File: config.mk
export PLATFORM = sky130hd
export DESIGN_NAME = bk2c_top
export DESIGN_NICKNAME = d
export VERILOG_FILES = /design/src/hdl/bk2c_pkg.sv /design/src/hdl/bk2c_top.sv
export VERILOG_INCLUDE_DIRS = /design/src /design/src/hdl
export SDC_FILE = /design/constraint.sdc
export NUM_CORES = 1
export LEC_CHECK = 0
export BUFFER_PORTS_ARGS = -buffer_cell sky130_fd_sc_hd__buf_2
export CAP_MARGIN = 20
export CORE_AREA = 4 4 101 103
export CTS_CLUSTER_DIAMETER = 100
export DETAILED_ROUTE_END_ITERATION = 7
export DIE_AREA = 0 0 105 107
export PLACE_DENSITY = 0.89
export SYNTH_ARGS = -nofsm -noshare
export SYNTH_HDL_FRONTEND = slang
export SYNTH_SLANG_ARGS = --single-unit
File: constraint.sdc
create_clock -name clk_sys_i -period 6.5 [get_ports clk_sys_i]
set_input_delay 0.65 -clock clk_sys_i [delete_from_list [all_inputs] [get_ports clk_sys_i]]
set_output_delay 0.65 -clock clk_sys_i [all_outputs]
set_load 0.05 [all_outputs]
File: src/hdl/bk2c_defines.svh
`ifndef BK2C_DEFINES_SVH
`define BK2C_DEFINES_SVH

// register indices (byte address = index, plain port)
`define BK2C_ADDR_CTRL1 16'h405B
`define BK2C_ADDR_CTRL2 16'h405C
`define BK2C_ADDR_ONV 16'h4060
`define BK2C_ADDR_SLPV 16'h4061
`define BK2C_ADDR_CMD 16'h4062
`define BK2C_ADDR_STAT 16'h4063
`define BK2C_ADDR_IEN 16'h4064
`define BK2C_ADDR_ICLR 16'h4065
`define BK2C_ADDR_LVL 16'h4066

// reset values
`define BK2C_CTRL1_RST 16'h9000
`define BK2C_CTRL2_RST 16'h0300

// times in ns and clock period in ns
`define BK2C_CLK_NS 20
`define BK2C_T8US_NS 8000
`define BK2C_T32US_NS 32000
`define BK2C_TICK_CYC (`BK2C_T8US_NS / `BK2C_CLK_NS)
`define BK2C_SS_BASE_TICKS (`BK2C_T32US_NS / `BK2C_T8US_NS)
`define BK2C_SS_STAGES 8

// ramp codes
`define BK2C_RATE_IMM 2'h3

// undervoltage action codes
`define BK2C_UV_IGNORE 2'h0
`define BK2C_UV_CONV 2'h1
`define BK2C_UV_SYS 2'h2

// hw-control source codes
`define BK2C_HWC_IN1 2'h1
`define BK2C_HWC_IN2 2'h2
`define BK2C_HWC_ANY 2'h3

// hw-control mode code meaning disabled
`define BK2C_HWM_OFF 2'h1

// status bit positions
`define BK2C_ST_UV 0
`define BK2C_ST_HC 1
`define BK2C_ST_SS 2
`define BK2C_NUM_EV 3

`endif

File: src/hdl/bk2c_pkg.sv
package bk2c_pkg;
    typedef struct packed {
        logic [1:0] ramp_step_period;
        logic switch_clock_invert;
        logic [1:0] switching_frequency_sel;
        logic output_float_on_disable;
        logic [1:0] softstart_step_duration;
        logic [1:0] output_capacitor_range;
    } bk2c_ctrl1_s;

    typedef struct packed {
        logic [1:0] undervoltage_response;
        logic [1:0] hw_control_input_sel;
        logic hw_control_voltage_choice;
        logic [1:0] hw_control_operating_state;
        logic [2:0] high_current_level;
        logic high_current_detect_on;
    } bk2c_ctrl2_s;

    typedef struct packed {
        logic enable;
        logic discharge;
        logic clk_invert;
        logic [1:0] freq_sel;
        logic [1:0] cap_sel;
        logic [1:0] op_mode;
        logic hc_detect_on;
        logic [2:0] hc_level;
        logic [2:0] ilim_stage;
    } bk2c_stage_s;

    typedef enum logic [1:0] {
        BK2C_OFF = 2'b00,
        BK2C_SOFT = 2'b01,
        BK2C_RUN = 2'b11
    } bk2c_state_e;
endpackage : bk2c_pkg

File: src/hdl/bk2c_top.sv
// Operation
// (RULE1) ramp codes 00/01/10 step voltage once per 32us/16us/8us
// (RULE2) ramp code 11 applies new target voltage immediately
// (RULE3) clock phase bit: 0 normal, 1 inverted, resets to 1
// (RULE4) frequency field: 01 is 2.0MHz, 10 is 4.0MHz, others reserved
// (RULE5) frequency field written only during configuration load
// (RULE6) when disabled: discharge output if float bit 0, else float
// (RULE7) start-up walks current limit through 8 stages of 32-256us
// (RULE8) capacitor field only code 10, written only by configuration load
// (RULE9) undervoltage: 00 ignore, 01 converter off, 10 system reset
// (RULE10) every undervoltage event raises an interrupt; the code always sets status bit 0, but irq_o rises only when IEN bit 0 is set
// (RULE11) hw-control source: off, input 1, input 2, or either
// (RULE12) hw-control asserted: ON code if bit 0, SLEEP code if 1
// (RULE13) hw-control mode: 00 CCM, 01 off, 10 LDO, 11 hysteretic
// (RULE14) high-current level 250mA to 2000mA in 250mA steps
// (RULE15) high-current detect only while enable bit is 1
// (RULE16) voltage code seven bits, one code per 12.5mV step
// (RULE17) paced ramp steps monotonically, stops at target
//
// Decided for this implementation: the strobed register port.
`timescale 1ns/100ps
`include "bk2c_defines.svh"

module bk2c_top
    import bk2c_pkg::*;
#(
    parameter int VW = 7,
    parameter int TICK_CYC = `BK2C_TICK_CYC
) (
    input wire logic clk_sys_i,
    input wire logic rst_i,
    input wire logic [15:0] addr_i,
    input wire logic [15:0] wdata_i,
    input wire logic wr_i,
    input wire logic rd_i,
    input wire logic cfg_load_i,
    input wire logic hw_ctrl1_i,
    input wire logic hw_ctrl2_i,
    input wire logic uv_event_i,
    input wire logic hc_event_i,
    output logic [15:0] rdata_o,
    output logic irq_o,
    output logic sys_reset_req_o,
    output logic [VW-1:0] vout_code_o,
    output bk2c_stage_s stage_o
);
    // reset words are in register layout, fields are picked out below
    localparam logic [15:0] C1R = `BK2C_CTRL1_RST;
    localparam logic [15:0] C2R = `BK2C_CTRL2_RST;
    bk2c_ctrl1_s c1_ff;
    bk2c_ctrl2_s c2_ff;
    logic [VW-1:0] on_vcode_ff;
    logic [VW-1:0] slp_vcode_ff;
    logic sw_en_ff;
    logic uv_off_ff;
    logic [`BK2C_NUM_EV-1:0] stat_ff;
    logic [`BK2C_NUM_EV-1:0] ien_ff;
    logic [15:0] tick_cnt_ff;
    logic tick_ff;
    logic [4:0] ramp_cnt_ff;
    logic [VW-1:0] vout_ff;
    bk2c_state_e state_ff;
    logic [2:0] stage_ff;
    logic [5:0] ss_cnt_ff;
    logic [15:0] nxt_rdata;
    logic [VW-1:0] target;
    logic hwc_act;
    logic en_req;
    logic [4:0] ramp_div;
    logic [5:0] ss_div;
    logic [`BK2C_NUM_EV-1:0] ev;
    logic wr1;
    logic wr2;

    assign wr1 = wr_i && addr_i == `BK2C_ADDR_CTRL1;
    assign wr2 = wr_i && addr_i == `BK2C_ADDR_CTRL2;

    // (RULE11) source select
    always_comb begin
        case (c2_ff.hw_control_input_sel)
            `BK2C_HWC_IN1: hwc_act = hw_ctrl1_i;
            `BK2C_HWC_IN2: hwc_act = hw_ctrl2_i;
            `BK2C_HWC_ANY: hwc_act = hw_ctrl1_i | hw_ctrl2_i;
            default: hwc_act = 1'b0;
        endcase
    end

    // (RULE12) hw-control voltage choice
    assign target = (hwc_act && c2_ff.hw_control_voltage_choice)
        ? slp_vcode_ff : on_vcode_ff;

    // (RULE13) hw-control mode 01 disables; (RULE9) uv shutdown latch
    assign en_req = sw_en_ff && !uv_off_ff &&
        !(hwc_act && c2_ff.hw_control_operating_state == `BK2C_HWM_OFF);

    // (RULE5) (RULE8) config-load-only fields
    always_ff @(posedge clk_sys_i) begin
        if (rst_i) begin
            c1_ff <= {C1R[15:14], C1R[12], C1R[9:8], C1R[7], C1R[5:4],
                C1R[1:0]};
        end else if (wr1) begin
            c1_ff.ramp_step_period <= wdata_i[15:14];
            // (RULE3) phase bit
            c1_ff.switch_clock_invert <= wdata_i[12];
            c1_ff.output_float_on_disable <= wdata_i[7];
            c1_ff.softstart_step_duration <= wdata_i[5:4];
            if (cfg_load_i) begin
                c1_ff.switching_frequency_sel <= wdata_i[9:8];
                c1_ff.output_capacitor_range <= wdata_i[1:0];
            end
        end
    end

    always_ff @(posedge clk_sys_i) begin
        if (rst_i) begin
            c2_ff <= {C2R[15:14], C2R[12:11], C2R[10], C2R[9:8], C2R[6:4],
                C2R[0]};
        end else if (wr2) begin
            c2_ff <= {wdata_i[15:14], wdata_i[12:11], wdata_i[10],
                wdata_i[9:8], wdata_i[6:4], wdata_i[0]};
        end
    end

    always_ff @(posedge clk_sys_i) begin
        if (rst_i) begin
            on_vcode_ff <= '0;
            slp_vcode_ff <= '0;
            sw_en_ff <= 1'b0;
            ien_ff <= '0;
        end else if (wr_i) begin
            if (addr_i == `BK2C_ADDR_ONV) on_vcode_ff <= wdata_i[VW-1:0];
            if (addr_i == `BK2C_ADDR_SLPV) slp_vcode_ff <= wdata_i[VW-1:0];
            if (addr_i == `BK2C_ADDR_CMD) sw_en_ff <= wdata_i[0];
            if (addr_i == `BK2C_ADDR_IEN) begin
                ien_ff <= wdata_i[`BK2C_NUM_EV-1:0];
            end
        end
    end

    // (RULE9) action on undervoltage; re-enable clears shutdown
    always_ff @(posedge clk_sys_i) begin
        if (rst_i) begin
            uv_off_ff <= 1'b0;
            sys_reset_req_o <= 1'b0;
        end else begin
            sys_reset_req_o <= uv_event_i &&
                c2_ff.undervoltage_response == `BK2C_UV_SYS;
            if (uv_event_i &&
                c2_ff.undervoltage_response == `BK2C_UV_CONV) begin
                uv_off_ff <= 1'b1;
            end else if (wr_i && addr_i == `BK2C_ADDR_CMD && wdata_i[0]) begin
                uv_off_ff <= 1'b0;
            end
        end
    end

    // 8us tick divider, base unit of ramp and soft-start pacing
    always_ff @(posedge clk_sys_i) begin
        if (rst_i || tick_cnt_ff == 16'(TICK_CYC - 1)) begin
            tick_cnt_ff <= '0;
            tick_ff <= !rst_i;
        end else begin
            tick_cnt_ff <= tick_cnt_ff + 16'h0001;
            tick_ff <= 1'b0;
        end
    end

    // (RULE1) 00:4 ticks, 01:2, 10:1
    assign ramp_div = 5'h4 >> c1_ff.ramp_step_period;

    // (RULE7) stage length 4,8,16,32 ticks
    assign ss_div = 6'(`BK2C_SS_BASE_TICKS) << c1_ff.softstart_step_duration;

    always_ff @(posedge clk_sys_i) begin
        if (rst_i) begin
            vout_ff <= '0;
            ramp_cnt_ff <= '0;
        end else if (c1_ff.ramp_step_period == `BK2C_RATE_IMM) begin
            // (RULE2) immediate change
            vout_ff <= target;
            ramp_cnt_ff <= '0;
        end else if (vout_ff == target) begin
            // (RULE17) stop at target
            ramp_cnt_ff <= '0;
        end else if (tick_ff) begin
            if (ramp_cnt_ff + 5'h01 >= ramp_div) begin
                ramp_cnt_ff <= '0;
                // (RULE16) (RULE17) one code step toward target
                vout_ff <= (vout_ff < target) ? vout_ff + 1'b1
                    : vout_ff - 1'b1;
            end else begin
                ramp_cnt_ff <= ramp_cnt_ff + 5'h01;
            end
        end
    end

    // (RULE7) soft-start stage sequencer
    always_ff @(posedge clk_sys_i) begin
        if (rst_i || !en_req) begin
            state_ff <= BK2C_OFF;
            stage_ff <= '0;
            ss_cnt_ff <= '0;
        end else begin
            case (state_ff)
                BK2C_OFF: state_ff <= BK2C_SOFT;
                BK2C_SOFT: begin
                    if (tick_ff) begin
                        if (ss_cnt_ff + 6'h01 >= ss_div) begin
                            ss_cnt_ff <= '0;
                            if (stage_ff == 3'(`BK2C_SS_STAGES - 1)) begin
                                state_ff <= BK2C_RUN;
                            end else begin
                                stage_ff <= stage_ff + 3'h1;
                            end
                        end else begin
                            ss_cnt_ff <= ss_cnt_ff + 6'h01;
                        end
                    end
                end
                BK2C_RUN: state_ff <= BK2C_RUN;
                default: state_ff <= BK2C_OFF;
            endcase
        end
    end

    assign ev[`BK2C_ST_UV] = uv_event_i;
    // (RULE15) detection gated by enable
    assign ev[`BK2C_ST_HC] = hc_event_i && c2_ff.high_current_detect_on;
    assign ev[`BK2C_ST_SS] = state_ff == BK2C_SOFT && tick_ff &&
        ss_cnt_ff + 6'h01 >= ss_div && stage_ff == 3'(`BK2C_SS_STAGES - 1);

    // (RULE10) sticky status, set wins over clear
    always_ff @(posedge clk_sys_i) begin
        if (rst_i) begin
            stat_ff <= '0;
        end else begin
            stat_ff <= ev | (stat_ff & ~((wr_i &&
                addr_i == `BK2C_ADDR_ICLR) ? wdata_i[`BK2C_NUM_EV-1:0]
                : '0));
        end
    end

    always_ff @(posedge clk_sys_i) begin
        if (rst_i) begin
            irq_o <= 1'b0;
        end else begin
            irq_o <= |(stat_ff & ien_ff);
        end
    end

    always_comb begin
        nxt_rdata = 16'h0000;
        case (addr_i)
            `BK2C_ADDR_CTRL1: nxt_rdata = {c1_ff.ramp_step_period, 1'b0,
                c1_ff.switch_clock_invert, 2'b00,
                c1_ff.switching_frequency_sel,
                c1_ff.output_float_on_disable, 1'b0,
                c1_ff.softstart_step_duration, 2'b00,
                c1_ff.output_capacitor_range};
            `BK2C_ADDR_CTRL2: nxt_rdata = {c2_ff.undervoltage_response, 1'b0,
                c2_ff.hw_control_input_sel,
                c2_ff.hw_control_voltage_choice,
                c2_ff.hw_control_operating_state, 1'b0,
                c2_ff.high_current_level, 3'b000,
                c2_ff.high_current_detect_on};
            `BK2C_ADDR_ONV: nxt_rdata = 16'(on_vcode_ff);
            `BK2C_ADDR_SLPV: nxt_rdata = 16'(slp_vcode_ff);
            `BK2C_ADDR_CMD: nxt_rdata = {14'h0000, uv_off_ff, sw_en_ff};
            `BK2C_ADDR_STAT: nxt_rdata = 16'(stat_ff);
            `BK2C_ADDR_IEN: nxt_rdata = 16'(ien_ff);
            `BK2C_ADDR_LVL: nxt_rdata = {8'h00, 1'b0, vout_ff};
            default: nxt_rdata = 16'h0000;
        endcase
    end

    // read data valid only in the cycle after the strobe
    always_ff @(posedge clk_sys_i) begin
        if (rst_i || !rd_i) begin
            rdata_o <= 16'h0000;
        end else begin
            rdata_o <= nxt_rdata;
        end
    end

    always_ff @(posedge clk_sys_i) begin
        if (rst_i) begin
            vout_code_o <= '0;
            stage_o <= '0;
        end else begin
            vout_code_o <= vout_ff;
            stage_o.enable <= state_ff != BK2C_OFF;
            // (RULE6) discharge vs float when disabled
            stage_o.discharge <= state_ff == BK2C_OFF &&
                !c1_ff.output_float_on_disable;
            stage_o.clk_invert <= c1_ff.switch_clock_invert;
            // (RULE4) frequency code passed to power stage
            stage_o.freq_sel <= c1_ff.switching_frequency_sel;
            stage_o.cap_sel <= c1_ff.output_capacitor_range;
            // (RULE13) hw-control operating mode
            stage_o.op_mode <= c2_ff.hw_control_operating_state;
            // (RULE15) detector enable
            stage_o.hc_detect_on <= c2_ff.high_current_detect_on;
            // (RULE14) 250mA per code step plus 250mA
            stage_o.hc_level <= c2_ff.high_current_level;
            stage_o.ilim_stage <= stage_ff;
        end
    end
endmodule : bk2c_top

[Word-level counts from Yosys, hierarchy flattened]
Index checks and enable logic that the tools add are counted.
Cells by class
  $add $sub $neg: 6
  magnitude comparators: 3
  eq/ne operators: 25
  shifts and indexed selects: 2
  muxes and demuxes: 17
  bitwise gates (word level): 6
  reduce and logical (&&, ||, !) cells: 41
Operator list (number)
  16-bit by 15-bit equality test with 1-bit output (second input constant): 9
  16-bit one-hot mux with 8 select lines: 1
  7-bit 2-to-1 mux: 6
  16-bit by 1-bit adder with 16-bit output (second input constant): 1
  16-bit by 9-bit equality test with 1-bit output (second input constant): 1
  1-bit logical AND: 16
  2-bit AND reduction: 6
  2-bit equality test (second input constant): 5
  2-bit by 1-bit equality test with 1-bit output (second input constant): 4
  2-bit nonzero test: 4
  7-bit by 1-bit adder with 7-bit output (second input constant): 1
  7-bit equality test: 1
  7-bit < comparator: 1
  7-bit by 1-bit subtractor with 7-bit output (second input constant): 1
  6-bit by 1-bit adder with 6-bit output (second input constant): 1
  3-bit bitwise AND: 2
  6-bit >= comparator: 1
  1-bit zero test: 6
  2-bit 2-to-1 mux: 3
  6-bit 2-to-1 mux: 1
  2-bit one-hot mux with 3 select lines: 1
  3-bit AND reduction: 2
  3-bit OR reduction: 2
  3-bit by 2-bit left shift with 6-bit output (first input constant): 1
  18 further kinds: 23
Word-level totals
  bits in registers: 124
  input port bits: 41
  output and inout port bits: 41
  word-level logic and storage cells: 138

[Logic depth before layout (Yosys ltp)]
  depth after elaboration: 10
  depth in mapped cells: 16
  depth with buffers taken out: 15

[Least setup slack after synthesis]
OpenSTA, ideal clock, no wires.
  path kind: in2reg
  start: input hw_ctrl1_i
  end: register vout_ff[6]
  setup time: 92 ps
  data arrival time: 3526 ps
  data required time: 6408 ps
  slack: 2882 ps
  cell stages on the path: 16
  buffers on the path: 1
  path through: a22oi_1 > nand2b_1 > buf_2 > mux2i_1 > ha_1 > a211oi_1 > nor2_1 > nor3_1 > inv_1 > ha_1 > nor2b_1 > nor3_1 > o21bai_1 > a21oi_1 > xnor2_1 > o32ai_1
On the way
  longest elaborated chain between the ends: 10
  elaborated cells between the ends (all ways): 13
  those cells by class: order compare: 1; eq/ne: 2; mux: 7; bitwise: 1; reduce/logical: 2
Ends and longest elaborated chain
  start: declaration: RTL line bk2c_top.sv:37  | input wire logic hw_ctrl1_i,
  1-bit OR: RTL line bk2c_top.sv:83  | `BK2C_HWC_ANY: hwc_act = hw_ctrl1_i | hw_ctrl2_i;
  1-bit one-hot mux with 3 select lines (*): RTL line bk2c_top.sv:80  | case (c2_ff.hw_control_input_sel)
  1-bit logical AND (*): RTL line bk2c_top.sv:89  | assign target = (hwc_act && c2_ff.hw_control_voltage_choice)
  7-bit 2-to-1 mux (*): RTL line bk2c_top.sv:90  | ? slp_vcode_ff : on_vcode_ff;
  7-bit < comparator: RTL line bk2c_top.sv:189  | vout_ff <= (vout_ff < target) ? vout_ff + 1'b1
  7-bit 2-to-1 mux: RTL line bk2c_top.sv:189
  7-bit 2-to-1 mux: RTL line bk2c_top.sv:186  | if (ramp_cnt_ff + 5'h01 >= ramp_div) begin
  7-bit 2-to-1 mux: RTL line bk2c_top.sv:185  | end else if (tick_ff) begin
  7-bit 2-to-1 mux: RTL line bk2c_top.sv:182  | end else if (vout_ff == target) begin
  7-bit 2-to-1 mux: RTL line bk2c_top.sv:178  | end else if (c1_ff.ramp_step_period == `BK2C_RATE_IMM) begin
  end signal: assignment: RTL line bk2c_top.sv:180  | vout_ff <= target;
  end signal: assignment: RTL line bk2c_top.sv:189
  end: declaration: RTL line bk2c_top.sv:61  | logic [VW-1:0] vout_ff;
Mark *: on every way between the ends. The rest lies on a longest branch, timed or not. The select of a mux whose other input is x is not followed.
A chain may end at the register's enable or synchronous reset.

[Final worst setup path]
  start: register c2_ff[8] (netlist bit)
  end: register vout_ff[6]
On the way
  longest elaborated chain between the ends: 10
  elaborated cells between the ends (all ways): 15
  those cells by class: order compare: 1; eq/ne: 5; mux: 7; reduce/logical: 2
Ends and longest elaborated chain
  start: declaration: RTL line bk2c_top.sv:51  | bk2c_ctrl2_s c2_ff;
  start signal: assignment: RTL line bk2c_top.sv:116  | c2_ff <= {C2R[15:14], C2R[12:11], C2R[10], C2R[9:8], C2R[6:4],
  start signal: assignment: RTL line bk2c_top.sv:119  | c2_ff <= {wdata_i[15:14], wdata_i[12:11], wdata_i[10],
  2-bit equality test or 2-bit by 1-bit equality test with 1-bit output (tied branches): RTL line bk2c_top.sv:80
  1-bit one-hot mux with 3 select lines (*): RTL line bk2c_top.sv:80
  1-bit logical AND (*): RTL line bk2c_top.sv:89
  7-bit 2-to-1 mux (*): RTL line bk2c_top.sv:90
  7-bit < comparator: RTL line bk2c_top.sv:189
  7-bit 2-to-1 mux: RTL line bk2c_top.sv:189
  7-bit 2-to-1 mux: RTL line bk2c_top.sv:186
  7-bit 2-to-1 mux: RTL line bk2c_top.sv:185
  7-bit 2-to-1 mux: RTL line bk2c_top.sv:182
  7-bit 2-to-1 mux: RTL line bk2c_top.sv:178
Marks and branches as above.

==> flow_metrics.tcl <==
set metrics [dict create \
    status "complete, no violations" \
    crit_path_start_kind "register" \
    drv_slew 0 \
    layout_common_cells "dfxtp_1 (123), buf_2 (79), nor2_1 (69), nand2_1 (65), a21oi_1 (58)" \
    fin_crit_ps 4080 \
    insertion_delay_ps 520 \
    clkTransAtPathRegs_ps 60 \
    num_rows 35 \
    gp_congestion 0.876 \
    synthMuxAreaShare_pct 4.02 \
    die_area_um2 11200 \
    met3_length_um 1160 \
    synthDistinctLibCells 60 \
    finalHoldWorstSlack_ps 377 \
    internal-power_mw 1.41 \
    slew_headroom_pct 40.1 \
    synthArstFlopShare_pct 0 \
    synth_top_family_by_area "simple AND/OR/NAND/NOR gates" \
    drt-total-wl_um 14500 \
    highest_layer "met4" \
    fin_area_um2 6630 \
    fp.dieW_um 105 \
    final_hold_viol_count 0 \
    num_io_pins 82 \
    final_core_util_pct 72.0 \
    layout-drive-gt1-share_pct 19.4 \
    ctsResizeCount 0 \
    synthSimpleGateAreaFrac_pct 25.9 \
    wl_per_cell_um 17.8 \
    synth_seq_area_share_pct 44.2 \
    leakagePower_nw 2.72 \
    p_sw_uw 420 \
    rsz0062_at_grt "no" \
    overflow 0 \
    grt_pass1_wl_um 23200 \
    synthTopCellsByArea "dfxtp_1 (44%), ha_1 (5.6%), a21oi_1 (5.2%)" \
    core_area_um2 9200 \
    setup_tns_ps 0 \
    antenna_found_initial 0 \
    htreeDepth 4 \
    nNetsFinal 759 \
    die_h_um 107 \
    peakVddDrop_uv 161 \
    cts_hold_buf 0 \
    synthesis.nets 687 \
    track_usage_pct 25.4 \
    required_ps 6920 \
    ant_nets 0 \
    crit_fanout 7 \
    p_seq_share_pct 41.4 \
    final_common_cell "dfxtp_1" \
    worst_slack_ps 2420 \
    grt_max_degree 53 \
    finalSetupViolations 0 \
    via_per_inst 6.20 \
    cts_tree "done" \
    hp-class "input pin to register" \
    dr.pass1.iters 5 \
    cts_max_path_buffers 2 \
    ys_ff_latch 123 \
    path_class "register to register" \
    port_buffers 79 \
    synth.largest_area_cell "dfxtp_1" \
    area_growth_pct 19.0 \
    synth-edff-count 0 \
    drv_cap 0 \
    place_ws_ps 2170 \
    yosys_warnings 0 \
    synth_compound_area_share_pct 12.1 \
    power_density_nw_per_um2 277 \
    synthFlopType "dfxtp_1" \
    syn_area_per_cell_um2 8.98 \
    fin_skew_ps 9.17 \
    combPwrFrac_pct 3.0 \
    wl_met1_um 5510 \
    vias 5056 \
    drt_iter0_drc 561 \
    cts_root_buf "clkbuf_8" \
    synth_top_area_share_pct 44.2 \
    synthCells 620 \
    post-cts-setup-buffers 0 \
    setup.worst_path.end_class "register" \
    arrival_ps 4500 \
    finalCritPeriodShare_pct 62.8 \
    swShare_pct 22.9 \
    diodes 0 \
    drc 0 \
    cts_made_buffers 17 \
    dpl_cell_area_um2 5980 \
    grt_pass1_vias 4894 \
    synth_adder_area_share_pct 5.98 \
    synth_area_um2 5570 \
    clkPwrFrac_pct 55.6 \
    fmax_ghz 0.245 \
    start_util_pct 60.5 \
    cts.sinks 123 \
    wl_met2_um 7290 \
    dp_hpwl_um 9190 \
    worst_slew_pin_slew_ps 896 \
    synth_xor_area_share_pct 4.56 \
]
-- registers in the layout (all words and copies together), names as in the netlist, 6 cells and up --
signal and cells:
vout_ff 7, stage_o 16, ss_cnt_ff 6, tick_cnt_ff 16, slp_vcode_ff 7, rdata_o 15
c2_ff 11, vout_code_o 7, on_vcode_ff 7, c1_ff 10
-- layer usage --
layer,vias to the layer above,global-route usage (%)
met5,-,0
met4,0,12.3
met3,70,6.32
met2,284,44.0
met1,2370,29.3
li1,2332,-
-- area by class of cell --
class	instances	area [um^2]
multi-input cells	459	2930
repair buffers	82	418
inverters	9	33.8
flip-flops and latches	123	2460
clock inverters	15	225
fillers	604	2570
well taps	111	139
clock buffers	17	414
-- Yosys cell counts, types with 3 or more instances --
master / number
a21o_1: 3
a21oi_1: 58
a222oi_1: 4
a22oi_1: 15
and3_1: 5
buf_2: 5
buf_4: 6
clkbuf_1: 17
dfxtp_1: 123
ha_1: 25
inv_1: 9
mux2i_1: 19
nand2_1: 65
nand2b_1: 8
nand3_1: 47
nand3b_1: 5
nand4_1: 8
nor2_1: 69
nor2b_1: 22
nor3_1: 10
nor3b_1: 4
nor4_1: 5
o21a_1: 4
o21ai_0: 8
or2_2: 4
or3_1: 3
xnor2_1: 16
xor2_1: 13
-- worst paths after layout --
| kind | start | endpoint | slack (ps) | cells after the start |
|---|---|---|---|---|
| min | wdata_i[11] | c2_ff[7] | 380 | 3 |
| min reg2reg | tick_cnt_ff[0] | tick_cnt_ff[0] | 470 | 1 |
| max reg2reg | c2_ff[8] | vout_ff[6] | 2420 | 15 |
| max | c2_ff[8] | vout_ff[6] | 2420 | 15 |
-- through the flow --
stage	cells	power [mW]
after floorplan	620	0.806
after global placement	783	0.826
after detailed placement	783	0.828
after CTS	815	1.84
after global routing	816	1.88
final	816	1.83
-- power groups by stage --
stage               sequential (mW)  clock [mW]  combinational, mW
global route                  0.760        1.06             0.0581
floorplan                     0.780           0             0.0259
global placement              0.776           0             0.0504
finish                        0.759        1.02             0.0543
CTS                           0.760        1.02             0.0529
detailed placement            0.776           0             0.0521
-- cells by family after synthesis --
family                     count (synthesis)
DFF                                      123
AOI/OAI and AO/OA                        109
adders and majority gates                 26
xor gates and xnor gates                  29
muxes                                     21
other                                      1
and+or+nand+nor                          273
buffers and inverters                     38
-- critical path, stage by stage, from the launching register on --
cell	delay (ps)
dfxtp_1	340
a22oi_1	220
nand2b_1	430
mux2i_1	400
ha_1	320
nand4_1	140
a21oi_1	60
nor3_1	420
inv_1	210
ha_1	380
nor2b_1	170
nor3_1	220
o21bai_1	120
a21oi_1	200
xnor2_1	80
o32ai_1	260
Note: power is estimated with default switching activity, not from simulation.
